$ cat src/inc/dcc_pkg.sv
// constants shared by the dma channel configuration block
package dcc_pkg;

    // ==================================================================
    // register offsets
    localparam logic [11:0] CFG_OFS     = 12'h100;
    localparam logic [11:0] STAT_OFS    = 12'h104;
    localparam logic [11:0] CNT_OFS     = 12'h110;
    localparam logic [11:0] CNT_RLD_OFS = 12'h11C;

    // ==================================================================
    // configuration layout and reset
    localparam logic [31:0] CFG_RESET = 32'h0000_0000;
    localparam logic [31:0] CFG_WMASK = 32'hDF77_FFFF;
    localparam int CTZIEN_BIT  = 31;
    localparam int CHDIEN_BIT  = 30;
    localparam int BRST_LSB    = 24;
    localparam int DSTINC_BIT  = 22;
    localparam int DSTWD_LSB   = 20;
    localparam int SRCINC_BIT  = 18;
    localparam int SRCWD_LSB   = 16;
    localparam int PSSEL_LSB   = 14;
    localparam int TOSEL_LSB   = 11;
    localparam int REQWAIT_BIT = 10;
    localparam int REQSEL_LSB  = 4;
    localparam int PRI_LSB     = 2;
    localparam int RLDEN_BIT   = 1;
    localparam int CHEN_BIT    = 0;

    // ==================================================================
    // status, count and reload layout
    localparam int ST_ACTIVE_BIT   = 0;
    localparam int ST_IPEND_BIT    = 1;
    localparam int ST_CTZ_BIT      = 2;
    localparam int ST_RLD_BIT      = 3;
    localparam int ST_TO_BIT       = 6;
    localparam int CNT_RLD_EN_BIT  = 31;
    localparam logic [23:0] CNT_RESET = 24'h00_0000;

    // ==================================================================
    // encodings
    localparam logic [1:0] WD_BYTE     = 2'h0;
    localparam logic [1:0] WD_HALF     = 2'h1;
    localparam logic [1:0] WD_WORD     = 2'h2;
    localparam logic [5:0] REQ_MEM2MEM = 6'h00;
    localparam logic [5:0] REQ_TX_BASE = 6'h20;
    localparam logic [1:0] PSSEL_OFF   = 2'h0;
    localparam logic [1:0] PSSEL_256   = 2'h1;
    localparam logic [1:0] PSSEL_64K   = 2'h2;
    localparam logic [1:0] PSSEL_16M   = 2'h3;
    localparam int PSC_SHIFT_256 = 8;
    localparam int PSC_SHIFT_64K = 16;
    localparam int PSC_SHIFT_16M = 24;
    localparam logic [3:0] TO_EXP_BASE = 4'h2;

endpackage : dcc_pkg

$ cat src/hdl/dcc_fifo.sv
// channel byte fifo with registered full and empty flags
`timescale 1ns/10ps
module dcc_fifo #(
    parameter int WIDTH = 8,
    parameter int DEPTH = 32
) (
    // clock and reset
    input  wire logic                       sys_clk_i,
    input  wire logic                       rst_b_i,
    // fill side
    input  wire logic                       in_valid_i,
    input  wire logic [WIDTH-1:0]           in_data_i,
    output logic                            in_ready_o,
    // drain side
    output logic                            out_valid_o,
    output logic [WIDTH-1:0]                out_data_o,
    input  wire logic                       out_ready_i,
    // fill level
    output logic [$clog2(DEPTH+1)-1:0]      level_o
);

    localparam int AW = $clog2(DEPTH);
    localparam int LW = $clog2(DEPTH+1);

    if (DEPTH < 2 || (1 << AW) != DEPTH || WIDTH < 1)
    begin : g_bad_param
        $error("dcc_fifo: depth must be a power of two of at least 2");
    end

    typedef struct packed {
        logic [DEPTH-1:0][WIDTH-1:0] mem;
        logic [AW-1:0]               wptr;
        logic [AW-1:0]               rptr;
        logic [LW-1:0]               level;
        logic                        full;
        logic                        empty;
    } dcc_fifo_state_t;

    dcc_fifo_state_t s_reg;
    dcc_fifo_state_t s_next;
    logic            push;
    logic            pop;

    assign push        = in_valid_i & ~s_reg.full;
    assign pop         = out_ready_i & ~s_reg.empty;
    assign in_ready_o  = ~s_reg.full;
    assign out_valid_o = ~s_reg.empty;
    assign out_data_o  = s_reg.mem[s_reg.rptr];
    assign level_o     = s_reg.level;

    always_comb
    begin
        s_next = s_reg;
        if (push)
        begin
            s_next.mem[s_reg.wptr] = in_data_i;
            s_next.wptr            = s_reg.wptr + AW'(1);
        end
        if (pop)
        begin
            s_next.rptr = s_reg.rptr + AW'(1);
        end
        if (push && !pop)
        begin
            s_next.level = s_reg.level + LW'(1);
        end
        else if (pop && !push)
        begin
            s_next.level = s_reg.level - LW'(1);
        end
        s_next.full  = (s_next.level == LW'(DEPTH));
        s_next.empty = (s_next.level == '0);
    end

    always_ff @(posedge sys_clk_i or negedge rst_b_i)
    begin
        if (!rst_b_i)
        begin
            s_reg       <= '0;
            s_reg.empty <= 1'b1;
        end
        else
        begin
            s_reg <= s_next;
        end
    end

endmodule : dcc_fifo

$ cat src/hdl/dcc_channel_config.sv
// dma channel configuration, status, count and timeout with byte fifo
`timescale 1ns/10ps
module dcc_channel_config #(
    parameter int DATA_W     = 8,
    parameter int FIFO_DEPTH = 32,
    parameter int NUM_REQ    = 64
) (
    // clock and reset
    input  wire logic                sys_clk_i,
    input  wire logic                rst_b_i,
    // register port
    input  wire logic [11:0]         reg_addr_i,
    input  wire logic                reg_wr_i,
    input  wire logic                reg_rd_i,
    input  wire logic [31:0]         reg_wdata_i,
    output logic      [31:0]         reg_rdata_o,
    output logic                     reg_ack_o,
    // global interrupt
    input  wire logic                glb_int_en_i,
    output logic                     ipend_o,
    // requests and bus control
    input  wire logic [NUM_REQ-1:0]  periph_req_i,
    output logic                     dma_req_o,
    output logic [1:0]               pri_o,
    output logic [4:0]               burst_o,
    output logic                     src_inc_o,
    output logic                     dst_inc_o,
    output logic [2:0]               src_bytes_o,
    output logic [2:0]               dst_bytes_o,
    output logic                     active_o,
    output logic                     reload_o,
    output logic                     timeout_o,
    // fill side of the channel fifo
    input  wire logic                rd_valid_i,
    input  wire logic [DATA_W-1:0]   rd_data_i,
    output logic                     rd_ready_o,
    // drain side of the channel fifo
    output logic                     wr_valid_o,
    output logic [DATA_W-1:0]        wr_data_o,
    input  wire logic                wr_ready_i
);

    localparam int LW = $clog2(FIFO_DEPTH+1);

    if (NUM_REQ < 2 || NUM_REQ > 64 || FIFO_DEPTH < 32)
    begin : g_bad_param
        $error("dcc_channel_config: NUM_REQ 2..64 and FIFO_DEPTH of 32 or more");
    end

    // ==================================================================
    // state
    typedef struct packed {
        logic [31:0] cfg;
        logic        active;
        logic        ctz_st;
        logic        rld_st;
        logic        to_st;
        logic        ipend;
        logic        hold;
        logic        done;
        logic [23:0] cnt;
        logic [23:0] rld_cnt;
        logic [23:0] psc;
        logic [9:0]  tmr;
        logic [31:0] rdata;
        logic        ack;
        logic        reload;
        logic        req;
        logic [2:0]  src_bytes;
        logic [2:0]  dst_bytes;
    } dcc_state_t;

    dcc_state_t        s_reg;
    dcc_state_t        s_next;
    logic              fifo_in_valid;
    logic              fifo_in_ready;
    logic              fifo_out_valid;
    logic [LW-1:0]     fifo_level;
    logic              push;
    logic              pop;
    logic              wr_cfg;
    logic              wr_stat;
    logic              wr_cnt;
    logic              wr_rld;
    logic [5:0]        reqsel;
    logic              is_tx;
    logic              is_rx;
    logic              eff_req;

    function automatic logic [2:0] wd_bytes(input logic [1:0] wd);
        logic [2:0] b;
        b = 3'h1;
        if (wd == dcc_pkg::WD_HALF)
        begin
            b = 3'h2;
        end
        else if (wd == dcc_pkg::WD_WORD)
        begin
            b = 3'h4;
        end
        return b;
    endfunction : wd_bytes

    // ==================================================================
    // decode
    assign wr_cfg  = reg_wr_i && (reg_addr_i == dcc_pkg::CFG_OFS);
    assign wr_stat = reg_wr_i && (reg_addr_i == dcc_pkg::STAT_OFS);
    assign wr_cnt  = reg_wr_i && (reg_addr_i == dcc_pkg::CNT_OFS);
    assign wr_rld  = reg_wr_i && (reg_addr_i == dcc_pkg::CNT_RLD_OFS);
    assign reqsel  = s_reg.cfg[dcc_pkg::REQSEL_LSB +: 6];
    assign eff_req = (reqsel == dcc_pkg::REQ_MEM2MEM) ||
                     ((32'(reqsel) < NUM_REQ) && periph_req_i[reqsel]);

    // bytes accepted only while running, so stray source beats never count
    assign fifo_in_valid = rd_valid_i & s_reg.active;
    assign push          = fifo_in_valid & fifo_in_ready;
    assign pop           = fifo_out_valid & wr_ready_i;

    // ==================================================================
    // next state
    always_comb
    begin
        logic [31:0] wcfg;
        logic        tick;
        logic [9:0]  to_limit;
        logic        timeout;
        logic [5:0]  wsel;
        logic [2:0]  sb;
        logic [2:0]  db;
        wcfg     = '0;
        tick     = 1'b0;
        timeout  = 1'b0;
        sb       = wd_bytes(s_reg.cfg[dcc_pkg::SRCWD_LSB +: 2]);
        db       = wd_bytes(s_reg.cfg[dcc_pkg::DSTWD_LSB +: 2]);
        wsel     = reg_wdata_i[dcc_pkg::REQSEL_LSB +: 6];
        is_tx    = (wsel >= dcc_pkg::REQ_TX_BASE);
        is_rx    = (wsel != dcc_pkg::REQ_MEM2MEM) && !is_tx;
        to_limit = 10'(11'h001 << ({1'b0, s_reg.cfg[dcc_pkg::TOSEL_LSB +: 3]}
                                   + dcc_pkg::TO_EXP_BASE));
        s_next        = s_reg;
        s_next.ack    = reg_wr_i | reg_rd_i;
        s_next.reload = 1'b0;
        s_next.psc    = s_reg.psc + 24'h00_0001;

        // software clears go first so that a same-cycle event wins
        if (wr_stat)
        begin
            if (reg_wdata_i[dcc_pkg::ST_CTZ_BIT] || reg_wdata_i[dcc_pkg::ST_RLD_BIT] ||
                reg_wdata_i[dcc_pkg::ST_TO_BIT])
            begin
                s_next.ipend = 1'b0;
            end
            if (reg_wdata_i[dcc_pkg::ST_CTZ_BIT])
            begin
                s_next.ctz_st = 1'b0;
            end
            if (reg_wdata_i[dcc_pkg::ST_RLD_BIT])
            begin
                s_next.rld_st = 1'b0;
            end
            if (reg_wdata_i[dcc_pkg::ST_TO_BIT])
            begin
                s_next.to_st = 1'b0;
            end
        end

        wcfg = reg_wdata_i & dcc_pkg::CFG_WMASK;
        // no destination stepping toward a peripheral
        if (is_tx)
        begin
            wcfg[dcc_pkg::DSTINC_BIT] = 1'b0;
        end
        // no source stepping from a peripheral
        if (is_rx)
        begin
            wcfg[dcc_pkg::SRCINC_BIT] = 1'b0;
        end
        if (wr_cfg)
        begin
            s_next.cfg = wcfg;
            // enable write starts or stops the channel
            if (wcfg[dcc_pkg::CHEN_BIT] && !s_reg.active)
            begin
                s_next.active = 1'b1;
                s_next.done   = 1'b0;
                s_next.tmr    = '0;
                // hold the timer until the first transaction
                s_next.hold   = wcfg[dcc_pkg::REQWAIT_BIT];
            end
            else if (!wcfg[dcc_pkg::CHEN_BIT])
            begin
                s_next.active = 1'b0;
            end
        end
        if (wr_rld)
        begin
            s_next.rld_cnt = reg_wdata_i[23:0];
            s_next.cfg[dcc_pkg::RLDEN_BIT] = reg_wdata_i[dcc_pkg::CNT_RLD_EN_BIT];
        end
        if (wr_cnt)
        begin
            s_next.cnt = reg_wdata_i[23:0];
        end
        else if (push && (s_reg.cnt != dcc_pkg::CNT_RESET))
        begin
            s_next.cnt = s_reg.cnt - 24'h00_0001;
            if (s_reg.cnt == 24'h00_0001)
            begin
                s_next.ctz_st = 1'b1;
                if (s_reg.cfg[dcc_pkg::CTZIEN_BIT] && glb_int_en_i)
                begin
                    s_next.ipend = 1'b1;
                end
                // reload count, address logic follows reload_o
                if (s_reg.cfg[dcc_pkg::RLDEN_BIT])
                begin
                    s_next.cnt    = s_reg.rld_cnt;
                    s_next.reload = 1'b1;
                    s_next.rld_st = 1'b1;
                end
                else
                begin
                    s_next.done = 1'b1;
                end
            end
        end

        // prescaled tick from the free running divider
        case (s_reg.cfg[dcc_pkg::PSSEL_LSB +: 2])
            dcc_pkg::PSSEL_256: tick = &s_reg.psc[dcc_pkg::PSC_SHIFT_256-1:0];
            dcc_pkg::PSSEL_64K: tick = &s_reg.psc[dcc_pkg::PSC_SHIFT_64K-1:0];
            dcc_pkg::PSSEL_16M: tick = &s_reg.psc[dcc_pkg::PSC_SHIFT_16M-1:0];
            default:            tick = 1'b0;
        endcase
        if (push || pop)
        begin
            s_next.hold = 1'b0;
        end
        if (!s_reg.active || s_reg.hold || push || pop)
        begin
            s_next.tmr = (wr_cfg && !s_reg.active) ? s_next.tmr : '0;
        end
        else if (tick)
        begin
            if (s_reg.tmr == to_limit - 10'h001)
            begin
                timeout      = 1'b1;
                s_next.tmr   = '0;
                s_next.to_st = 1'b1;
            end
            else
            begin
                s_next.tmr = s_reg.tmr + 10'h001;
            end
        end

        // channel stops on timeout or once drained after count-to-zero
        if (s_reg.active && (timeout || (s_reg.done && !fifo_out_valid && !push)))
        begin
            s_next.active = 1'b0;
        end
        // enable clears itself when the channel stops
        if (s_reg.active && !s_next.active)
        begin
            s_next.cfg[dcc_pkg::CHEN_BIT] = 1'b0;
            if (s_reg.cfg[dcc_pkg::CHDIEN_BIT] && glb_int_en_i)
            begin
                s_next.ipend = 1'b1;
            end
        end

        // request a burst only when it fits the fifo
        s_next.req = s_reg.active && !s_reg.done && (s_reg.cnt != dcc_pkg::CNT_RESET) &&
                     eff_req &&
                     ((LW'(FIFO_DEPTH) - fifo_level) >
                      LW'(s_reg.cfg[dcc_pkg::BRST_LSB +: 5]));

        // read width capped by remaining count
        s_next.src_bytes = (s_reg.cnt < 24'(sb)) ? s_reg.cnt[2:0] : sb;
        // write width capped by fifo fill
        s_next.dst_bytes = (fifo_level < LW'(db)) ? fifo_level[2:0] : db;

        // status shows active; reserved bits read zero
        if (reg_rd_i && (reg_addr_i == dcc_pkg::CFG_OFS))
        begin
            s_next.rdata = s_reg.cfg & dcc_pkg::CFG_WMASK;
        end
        else if (reg_rd_i && (reg_addr_i == dcc_pkg::STAT_OFS))
        begin
            s_next.rdata = '0;
            s_next.rdata[dcc_pkg::ST_ACTIVE_BIT] = s_reg.active;
            s_next.rdata[dcc_pkg::ST_IPEND_BIT]  = s_reg.ipend;
            s_next.rdata[dcc_pkg::ST_CTZ_BIT]    = s_reg.ctz_st;
            s_next.rdata[dcc_pkg::ST_RLD_BIT]    = s_reg.rld_st;
            s_next.rdata[dcc_pkg::ST_TO_BIT]     = s_reg.to_st;
        end
        else if (reg_rd_i && (reg_addr_i == dcc_pkg::CNT_OFS))
        begin
            s_next.rdata = {8'h00, s_reg.cnt};
        end
        else if (reg_rd_i && (reg_addr_i == dcc_pkg::CNT_RLD_OFS))
        begin
            s_next.rdata = {s_reg.cfg[dcc_pkg::RLDEN_BIT], 7'h00, s_reg.rld_cnt};
        end
        else if (reg_rd_i)
        begin
            s_next.rdata = '0;
        end
    end

    always_ff @(posedge sys_clk_i or negedge rst_b_i)
    begin
        if (!rst_b_i)
        begin
            s_reg           <= '0;
            s_reg.cfg       <= dcc_pkg::CFG_RESET;
            s_reg.src_bytes <= 3'h1;
            s_reg.dst_bytes <= 3'h0;
        end
        else
        begin
            s_reg <= s_next;
        end
    end

    // ==================================================================
    // channel fifo
    dcc_fifo #(
        .WIDTH (DATA_W),
        .DEPTH (FIFO_DEPTH)
    ) u_fifo (
        .sys_clk_i   (sys_clk_i),
        .rst_b_i     (rst_b_i),
        .in_valid_i  (fifo_in_valid),
        .in_data_i   (rd_data_i),
        .in_ready_o  (fifo_in_ready),
        .out_valid_o (fifo_out_valid),
        .out_data_o  (wr_data_o),
        .out_ready_i (wr_ready_i),
        .level_o     (fifo_level)
    );

    // ==================================================================
    // outputs
    assign rd_ready_o  = fifo_in_ready;
    assign wr_valid_o  = fifo_out_valid;
    assign reg_rdata_o = s_reg.rdata;
    assign reg_ack_o   = s_reg.ack;
    assign ipend_o     = s_reg.ipend;
    assign dma_req_o   = s_reg.req;
    assign pri_o       = s_reg.cfg[dcc_pkg::PRI_LSB +: 2];
    assign burst_o     = s_reg.cfg[dcc_pkg::BRST_LSB +: 5];
    assign src_inc_o   = s_reg.cfg[dcc_pkg::SRCINC_BIT];
    assign dst_inc_o   = s_reg.cfg[dcc_pkg::DSTINC_BIT];
    assign src_bytes_o = s_reg.src_bytes;
    assign dst_bytes_o = s_reg.dst_bytes;
    assign active_o    = s_reg.active;
    assign reload_o    = s_reg.reload;
    assign timeout_o   = s_reg.to_st;

endmodule : dcc_channel_config

$ cat config.mk
export PLATFORM = sky130hd
export DESIGN_NAME = dcc_channel_config
export DESIGN_NICKNAME = d
export VERILOG_FILES = /design/src/inc/dcc_pkg.sv /design/src/hdl/dcc_fifo.sv /design/src/hdl/dcc_channel_config.sv
export SDC_FILE = /design/constraint.sdc
export NUM_CORES = 1
export LEC_CHECK = 0
export ABC_AREA = 1
export BUFFER_PORTS_ARGS = -buffer_cell sky130_fd_sc_hd__buf_2
export CAP_MARGIN = 20
export CORE_ASPECT_RATIO = 1.75
export CORE_MARGIN = 8
export CORE_UTILIZATION = 45
export CTS_CLUSTER_SIZE = 24
export DETAILED_ROUTE_END_ITERATION = 8
export PLACE_DENSITY = 0.67
export SETUP_SLACK_MARGIN = 0.5
export SLEW_MARGIN = 25
export SYNTH_ARGS = -nofsm -noshare
export SYNTH_HDL_FRONTEND = slang
export SYNTH_HIERARCHICAL = 1
export SYNTH_SLANG_ARGS = --single-unit
$ cat constraint.sdc
create_clock -name sys_clk_i -period 4.1 [get_ports sys_clk_i]
set_input_delay 0.615 -clock sys_clk_i [delete_from_list [all_inputs] [get_ports sys_clk_i]]
set_output_delay 0.615 -clock sys_clk_i [all_outputs]
set_load 0.01 [all_outputs]
==> run metrics, run 1 <==
number of synthesized flops with an enable pin=0; min-delay worst type=input port to async pin; cell taking the most area after synthesis=dfrtp_1; Synth Warn #=6; drt drc=0; Synth Register Bits=432; initial antenna violation count=1; flop2flop setup slack=1110 ps; worst skew pair latency=570 ps; H-tree levels=2; Via Count=20.0k; LEAKAGE=12.0 nW; critical register-to-register path endpoint=s_reg[42]; Reg2Reg Depth=18; slowest stage delay, CP=490 ps; n_diodes=0; vias in the first global route=20.0k; drt wl/cell=18.5 µm; largest family of logic cells by synthesized area=simple AND/OR/NAND/NOR gates; Via density=5.44; share of post-route cells with drive strength above 1=11.5%; Pre-Repair DR Iteration Count=5; max-cap violations=0; Adder-Cell Fraction of Synth Area=1.71%; end of the critical path=wr_data_o[5]; die width=185 µm; Num Clock Sinks=432; Yosys top cell area share=47.6%; Die Footprint=0.0580 mm²; Buffers on Ports=183; Initial Util=45.6%; setup bufs post-CTS=0; Final Hold Viols=0; routability cong.=0.993; Max-slew headroom=45.2%; TNS Setup=0 ps; Post-synth top flop=dfrtp_1; final setup margin=760 ps; unrepaired setup endpoints after global routing=no; status=finished, final reports clean; dpl hpwl=47700 µm; worst-margin pin slew=817 ps; CTS root buf=clkbuf_16; ANT nets after route=0; XOR/XNOR Fraction of Synth Area=1.94%; post-synthesis cell type count=48; final wirelength=68000 µm; Netlist Area Pre-Place=0.0226 mm²; remaining global-route overflow=0; synthesized net count=3090; # IOs=186; # setup viols final=0; Compound-Gate Fraction of Synth Area=14.9%; initial DRC count=1797; post-synthesis mux area share=0%; Power, Total=0.0113 W; Max Clock Freq=299 MHz; CTS buffer count=43; Slowest cell on crit path=dfrtp_4; global-route wire length before repair=108000 µm; GRT Overall Usage=23.5%; Worst Path Max Fanout=40; crit path time final=3340 ps; Syn-to-layout area delta=10.5%; top cells by area, synth=dfrtp_1 48%, nand2_1 13%, o21ai_0 9.8%; WS Path Type=flop to output port; crit start category=flop; async set-or-reset flop fraction in the synthesized netlist=100%; Syn Inst Count=2936; worst slack, placed=1150 ps; Pwr Density=453 mW/mm²; nature of the critical path endpoint=output port; nets@finish=3143; post-synthesis average cell area=7.70 µm²; critical path startpoint=u_fifo/s_reg[8]; Reg-to-Reg Start=s_reg[142]; max reg flops=268; count of pins over their slew limit=0; CP required=3480 ps; number of core rows=108; clk_skew=22.5 ps; Critical Path, Cell by Cell=inv_2 -> buf_12 -> nand2_1 -> nand2_1 -> nand2_1 -> a21oi_1 -> nor2_1 -> nand2_1 -> nand2_1 -> inv_1 -> buf_2; clock buffer depth=3; crit-path most repeated cell=nand2_1; largest net degree at the start of global routing=131; Synth Area in Simple Gates=25.1%; Max VDD drop=445 µV; Final Cycle Share=81.5%; Worst Path Arrival=2730 ps; Worst-path clk slew=60 ps; die height=313 µm; core area=0.0496 mm²; TritonCTS clock tree=done; sequential area share after synthesis=47.8%
cell usage after synthesis (3+ instances only):
| cell | number |
|---|---|
| dfrtp_1 | 430 |
| nand4_1 | 24 |
| buf_1 | 9 |
| nand2_1 | 805 |
| nand3b_1 | 6 |
| nand2_4 | 3 |
| buf_6 | 7 |
| nand3_2 | 4 |
| nand3_1 | 173 |
| o211ai_1 | 31 |
| o21ai_1 | 23 |
| xor2_1 | 37 |
| nor2_1 | 303 |
| a21oi_1 | 74 |
| o221ai_1 | 20 |
| inv_2 | 15 |
| ha_1 | 31 |
| a31oi_1 | 3 |
| nor3_4 | 3 |
| o21ai_0 | 445 |
| nor3_1 | 13 |
| buf_4 | 54 |
| o22ai_1 | 19 |
| nor2_2 | 11 |
| o31ai_1 | 3 |
| buf_2 | 58 |
| inv_1 | 203 |
| nand2_2 | 10 |
| xnor2_1 | 13 |
| clkinv_1 | 4 |
| nor2_4 | 7 |
| clkbuf_1 | 72 |
metal layers:
metal / routed length, µm / part of all wire [%] / track usage, %
met1: 25200 / 37 / 26.4
met2: 34800 / 51 / 41.4
met3: 3730 / 5.5 / 3.31
met4: 4190 / 6.2 / 13.8
met5: 16 / 0.024 / 0
cells in the final DEF, fill, tap and decap left out, types with 4 or more instances in the layout:
cell type	n
a21oi_1	74
buf_12	8
buf_2	182
buf_4	19
clkbuf_1	8
clkbuf_16	44
clkbuf_8	10
clkinv_1	4
clkinv_2	11
dfrtp_1	427
ha_1	31
inv_1	200
inv_2	18
nand2_1	805
nand2_2	10
nand3_1	173
nand3_2	4
nand3b_1	6
nand4_1	24
nor2_1	303
nor2_2	10
nor2_4	8
nor3_1	13
o211ai_1	31
o21ai_0	445
o21ai_1	23
o221ai_1	20
o22ai_1	19
xnor2_1	13
xor2_1	37
cells by family after synthesis:
kind of cell    Yosys count
simple gates           1368
compound gates          629
flops                   432
buf+inv                 425
xor+xnor                 50
fa+ha+maj                31
other cells               1
per-stage QoR:
step	utilization [%]	hold slack [ps]	instances	instance area, µm²
after floorplan	-	319	2936	22600
after global placement	47.6	438	3604	23600
after detailed placement	47.6	465	3604	23600
after CTS	50.4	57.3	3681	25000
after global routing	50.4	80.7	3681	25000
final	50.4	45.0	3681	25000
worst max-delay path: cells and delay by family, from the launching register on:
| family | cells | cell delay [ps] |
|---|---|---|
| AO/OA/AOI/OAI | 1 | 280 |
| AND/OR/NAND/NOR | 6 | 500 |
| buffers and inverters | 4 | 850 |
| flip-flops | 1 | 490 |
timing repair:
action                     4_1_cts  5_1_grt
setup endpoints to repair        0        1
hold buffers                     0        0
gates resized for setup          0        1
power breakdown:
group | internal (W) | total (W) | switching (W)
clock | 0.00222 | 0.00392 | 0.00170
combinational | 0.000869 | 0.00291 | 0.00204
sequential | 0.00435 | 0.00450 | 0.000150
layout make-up:
| class | instances | area [µm²] |
|---|---|---|
| clock buffer | 62 | 1270 |
| clock inverter | 15 | 121 |
| fill | 4809 | 24600 |
| inverter | 223 | 838 |
| multi-input combinational | 2079 | 9880 |
| sequential | 432 | 10800 |
| tap | 660 | 826 |
| timing repair buffer | 210 | 1230 |
worst min path at each step:
stage | startpoint | endpoint | depth (start not counted)
after floorplan | rst_b_i | active_o | 0
after global placement | s_reg[51] | s_reg[51] | 1
after detailed placement | s_reg[51] | s_reg[51] | 1
final | rst_b_i | u_fifo/s_reg[223] | 1
after CTS | rst_b_i | u_fifo/s_reg[243] | 1
after global routing | rst_b_i | u_fifo/s_reg[223] | 1
No activity file was read; power rests on OpenSTA's default activity.
==> run 2: changes to the inputs <==
--- a/config.mk
+++ b/config.mk
@@ -13,7 +13,7 @@
 export CORE_UTILIZATION = 45
 export CTS_CLUSTER_SIZE = 24
 export DETAILED_ROUTE_END_ITERATION = 8
-export PLACE_DENSITY = 0.67
+export PLACE_DENSITY = 0.69
 export SETUP_SLACK_MARGIN = 0.5
 export SLEW_MARGIN = 25
 export SYNTH_ARGS = -nofsm -noshare
==> constraint.sdc (replaced) <==
create_clock -name sys_clk_i -period 2.8 [get_ports sys_clk_i]
set_input_delay 0.42 -clock sys_clk_i [delete_from_list [all_inputs] [get_ports sys_clk_i]]
set_output_delay 0.42 -clock sys_clk_i [all_outputs]
set_load 0.01 [all_outputs]
==> run metrics, run 2 (same netlist as run 1, synthesis figures left out) <==
H-tree levels=2; Slowest cell on crit path=dfrtp_4; clock buffer depth=3; Worst-path clk slew=60 ps; highest-count cells in the layout ignoring fill and taps=800 x nand2_1, 432 x o21ai_0, 426 x dfrtp_1; critical register-to-register path endpoint=s_reg[43]; Die Footprint=0.0580 mm²; # setup viols final=0; global-route wire length before repair=110000 µm; CTS root buf=clkbuf_16; Final Cycle Share=97.2%; die width=185 µm; share of post-route cells with drive strength above 1=14.7%; core area=0.0496 mm²; worst slack, placed=179 ps; drt wl/cell=18.6 µm; crit-path leading delay family=simple AND/OR/NAND/NOR gates; Reg2Reg Depth=19; # IOs=186; Critical Path, Cell by Cell=inv_8 -> buf_12 -> nand2_1 -> nand3_1 -> nand3_1 -> nand2_1 -> nor2_1 -> nand2_1 -> nand2_1 -> inv_1 -> buf_2; flop2flop setup slack=310 ps; unrepaired setup endpoints after global routing=yes; LEAKAGE=12.4 nW; Worst Path Max Fanout=32; critical path startpoint=u_fifo/s_reg[8]; min-delay worst type=input port to flop; number of core rows=108; max-cap violations=0; commonest non-fill, non-tap cell in the layout=nand2_1; Via density=5.46; crit path time final=2720 ps; initial antenna violation count=1; final setup margin=79.4 ps; largest net degree at the start of global routing=85; drt drc=0; Crit. path cell count=11; slowest stage delay, CP=560 ps; nets@finish=3199; placed cells=3637; Max VDD drop=491 µV; Final Hold Viols=0; die height=313 µm; count of pins over their slew limit=0; crit-path most repeated cell=nand2_1; worst-margin pin slew=817 ps; clk_skew=14.5 ps; CTS buffer count=42; Via Count=20.4k; CP bufs+invs=4; remaining global-route overflow=0; worst skew pair latency=550 ps; GRT Overall Usage=23.8%; Pre-Repair DR Iteration Count=5; post-route insts no fill=3737; end of the critical path=wr_data_o[6]; TritonCTS clock tree=done; worst hold start=reg_wdata_i[28]; CP required=2380 ps; vias in the first global route=20.3k; WHS=87.2 ps; dpl hpwl=48100 µm; Num Clock Sinks=432; Initial Util=45.6%; status=finished, final reports clean; ANT nets after route=0; Syn-to-layout area delta=15.0%; final wirelength=69400 µm; Buffers on Ports=183; crit start category=flop; max reg flops=268; Max-slew headroom=45.5%; TNS Setup=0 ps; initial DRC count=1971; Max Clock Freq=368 MHz; nature of the critical path endpoint=output port; WS Path Type=flop to output port; fin util=52.4%; routability cong.=1.00; Reg-to-Reg Start=s_reg[142]; Worst Path Arrival=2300 ps; Pwr Density=674 mW/mm²
## run 2: timing repair
item	4_1_cts	5_1_grt
hold endpoints to repair	68	0
resized for setup	65	30
setup buffers	11	7
setup endpoints to repair	23	44
hold buffers	1	0
gates cloned	5	0
pin swaps	24	12
## run 2: metrics by stage
stage	area [µm²]	power, W
finish	26000	0.0175
global route	26000	0.0183
CTS	25800	0.0175
detailed placement	23900	0.0110
global placement	23900	0.0109
floorplan	22600	0.00941
## run 2: where the power goes
| part | total [W] | switching, W | internal [W] |
|---|---|---|---|
| clock | 0.00585 | 0.00246 | 0.00338 |
| sequential | 0.00657 | 0.000204 | 0.00637 |
| combinational | 0.00511 | 0.00329 | 0.00181 |
## run 2: layout make-up
type,count,area [µm²]
fillers,4719,23600
flip-flops and latches,432,10800
multi-input cells,2079,10100
repair buffers,267,1940
clock buffers,56,1190
inverters,223,880
well taps,660,826
clock inverters,19,216
diodes,1,2.50
## run 2: how the worst min path moves through the flow
stage	endpoint	slack, ps	cells past startpoint
2_1_floorplan	active_o	120	0
3_3_place_gp	s_reg[51]	440	1
3_5_place_dp	s_reg[51]	450	1
4_1_cts	burst_o[4]	60	3
5_1_grt	burst_o[3]	90	3
6_report	burst_o[4]	90	3
## run 2: worst min-delay path: stages
cell     delay [ps]
buf_2            70
nand2_1          40
o21ai_0          50
## run 2: metal layers
metal / vias up / wire length [µm] / global-route usage [%]
li1: 9710 / - / -
met1: 9677 / 25600 / 26.6
met2: 808 / 35000 / 41.5
met3: 219 / 4200 / 3.78
met4: 0 / 4580 / 14.6
met5: - / 0 / 0
==> run 3: changes to the inputs <==
--- a/config.mk
+++ b/config.mk
@@ -9,11 +9,10 @@
 export BUFFER_PORTS_ARGS = -buffer_cell sky130_fd_sc_hd__buf_2
 export CAP_MARGIN = 20
 export CORE_ASPECT_RATIO = 1.75
-export CORE_MARGIN = 8
 export CORE_UTILIZATION = 45
 export CTS_CLUSTER_SIZE = 24
 export DETAILED_ROUTE_END_ITERATION = 8
-export PLACE_DENSITY = 0.69
+export PLACE_DENSITY = 0.65
 export SETUP_SLACK_MARGIN = 0.5
 export SLEW_MARGIN = 25
 export SYNTH_ARGS = -nofsm -noshare
==> run metrics, run 3 (same netlist as run 1, synthesis figures left out) <==
status=finished, final reports clean; die width=171 µm; Pre-Repair DR Iteration Count=8; worst hold start=reg_wdata_i[25]; WHS=63.1 ps; Pwr Density=678 mW/mm²; Buffers on Ports=183; largest net degree at the start of global routing=88; number of core rows=108; Max-slew headroom=47.5%; drt drc=0; post-route design area=0.0261 mm²; Die Footprint=0.0512 mm²; Worst Path Max Fanout=33; Final Hold Viols=0; max reg flops=268; global-route wire length before repair=110000 µm; CTS buffer count=43; Syn-to-layout area delta=15.3%; n_diodes=0; final wirelength=70400 µm; crit start category=flop; remaining global-route overflow=0; core area=0.0496 mm²; count of pins over their slew limit=0; critical path startpoint=u_fifo/s_reg[8]; vias in the first global route=20.2k; Via Count=20.3k; # IOs=186; worst skew pair latency=570 ps; TritonCTS clock tree=done; Worst-path clk slew=70 ps; worst-margin pin slew=782 ps; Max Clock Freq=361 MHz; crit path time final=2770 ps; H-tree levels=2; WS Path Type=flop to output port; drt wl/cell=18.8 µm; max-cap violations=0; # setup viols final=0; Via density=5.44; ANT nets after route=0; Final Cycle Share=98.9%; placement-stage cell area=0.0239 mm²; routability cong.=1.06; Worst Path Arrival=2350 ps; min-delay worst type=input port to flop; fin util=52.6%; dpl hpwl=47900 µm; CP required=2380 ps; initial DRC count=1589; Reg-to-Reg Start=s_reg[142]; highest-count cells in the layout ignoring fill and taps=798 x nand2_1, 430 x o21ai_0, 425 x dfrtp_1; die height=299 µm; clk_skew=21.0 ps; Initial Util=45.6%; share of post-route cells with drive strength above 1=15.3%; LEAKAGE=12.4 nW; clock buffer depth=3; Max VDD drop=507 µV; nature of the critical path endpoint=output port; Num Clock Sinks=432; CTS root buf=clkbuf_16; nets@finish=3199; GRT Overall Usage=27.8%; commonest non-fill, non-tap cell in the layout=nand2_1; unrepaired setup endpoints after global routing=yes; initial antenna violation count=1
-- run 3: cell types whose count changed in the layout (fill, tap and decap cells not counted), sizes merged --
cell,before,now
clkbuf,56,66
clkinvlp,6,2
bufinv,4,2
clkinv,14,12
inv,218,220
buf,266,265
diode,1,0
-- run 3: timing repair --
action	in CTS	in global routing
gates cloned	5	0
endpoints found under the setup margin	31	43
gates resized for setup	58	63
hold endpoints to repair	57	0
pin swaps	30	22
buffers inserted	14	9
hold buffers	1	0
-- run 3: path summary, 6_finish.rpt --
check | endpoint | slack (ps) | cells after the start
max in group asynchronous | u_fifo/s_reg[172] | 1440 | 3
max reg2reg | s_reg[42] | 330 | 19
min reg2reg | s_reg[51] | 460 | 1
min in group asynchronous | u_fifo/s_reg[239] | 400 | 2
max | wr_data_o[6] | 30 | 10
min | burst_o[1] | 60 | 3
-- run 3: final cells by class --
cell class	instances	area [µm²]
clock buffer	66	1290
inverter	223	866
timing repair buffer	266	1890
tap	660	826
sequential	432	10800
clock inverter	13	136
fill	4757	23500
multi-input combinational	2079	10200
-- run 3: metrics by stage --
stage	instances	setup WS [ps]	TNS, ps	total power, W
6_report	3739	31.6	0	0.0177
5_1_grt	3739	-58.4	-310	0.0185
4_1_cts	3730	38.3	0	0.0176
3_5_place_dp	3631	245	0	0.0111
3_3_place_gp	3631	238	0	0.0110
2_1_floorplan	2936	501	0	0.00941
-- run 3: power by group --
part | switching [W] | leakage, nW | internal [W] | total [W]
Sequential | 0.000203 | 5.74 | 0.00637 | 0.00657
Combinational | 0.00335 | 5.93 | 0.00184 | 0.00519
Clock | 0.00253 | 0.706 | 0.00338 | 0.00591
-- run 3: per-layer routing --
metal  vias up  share of wire [%]  global-route usage [%]
met1      9666                 37                    31.0
li1       9719                  -                       -
met3       224                4.8                    3.36
met2       732                 52                    48.6
met5         -              0.020                       0
met4         2                7.1                    19.8
-- run 3: critical path: stages, from the launching register on --
cell	delay, ps
dfrtp_4	570
buf_16	210
nor2_1	120
nor2_1	50
o21ai_1	100
nand3_1	200
nand3_1	150
nand2_1	110
nand2_1	100
inv_1	40
buf_2	130
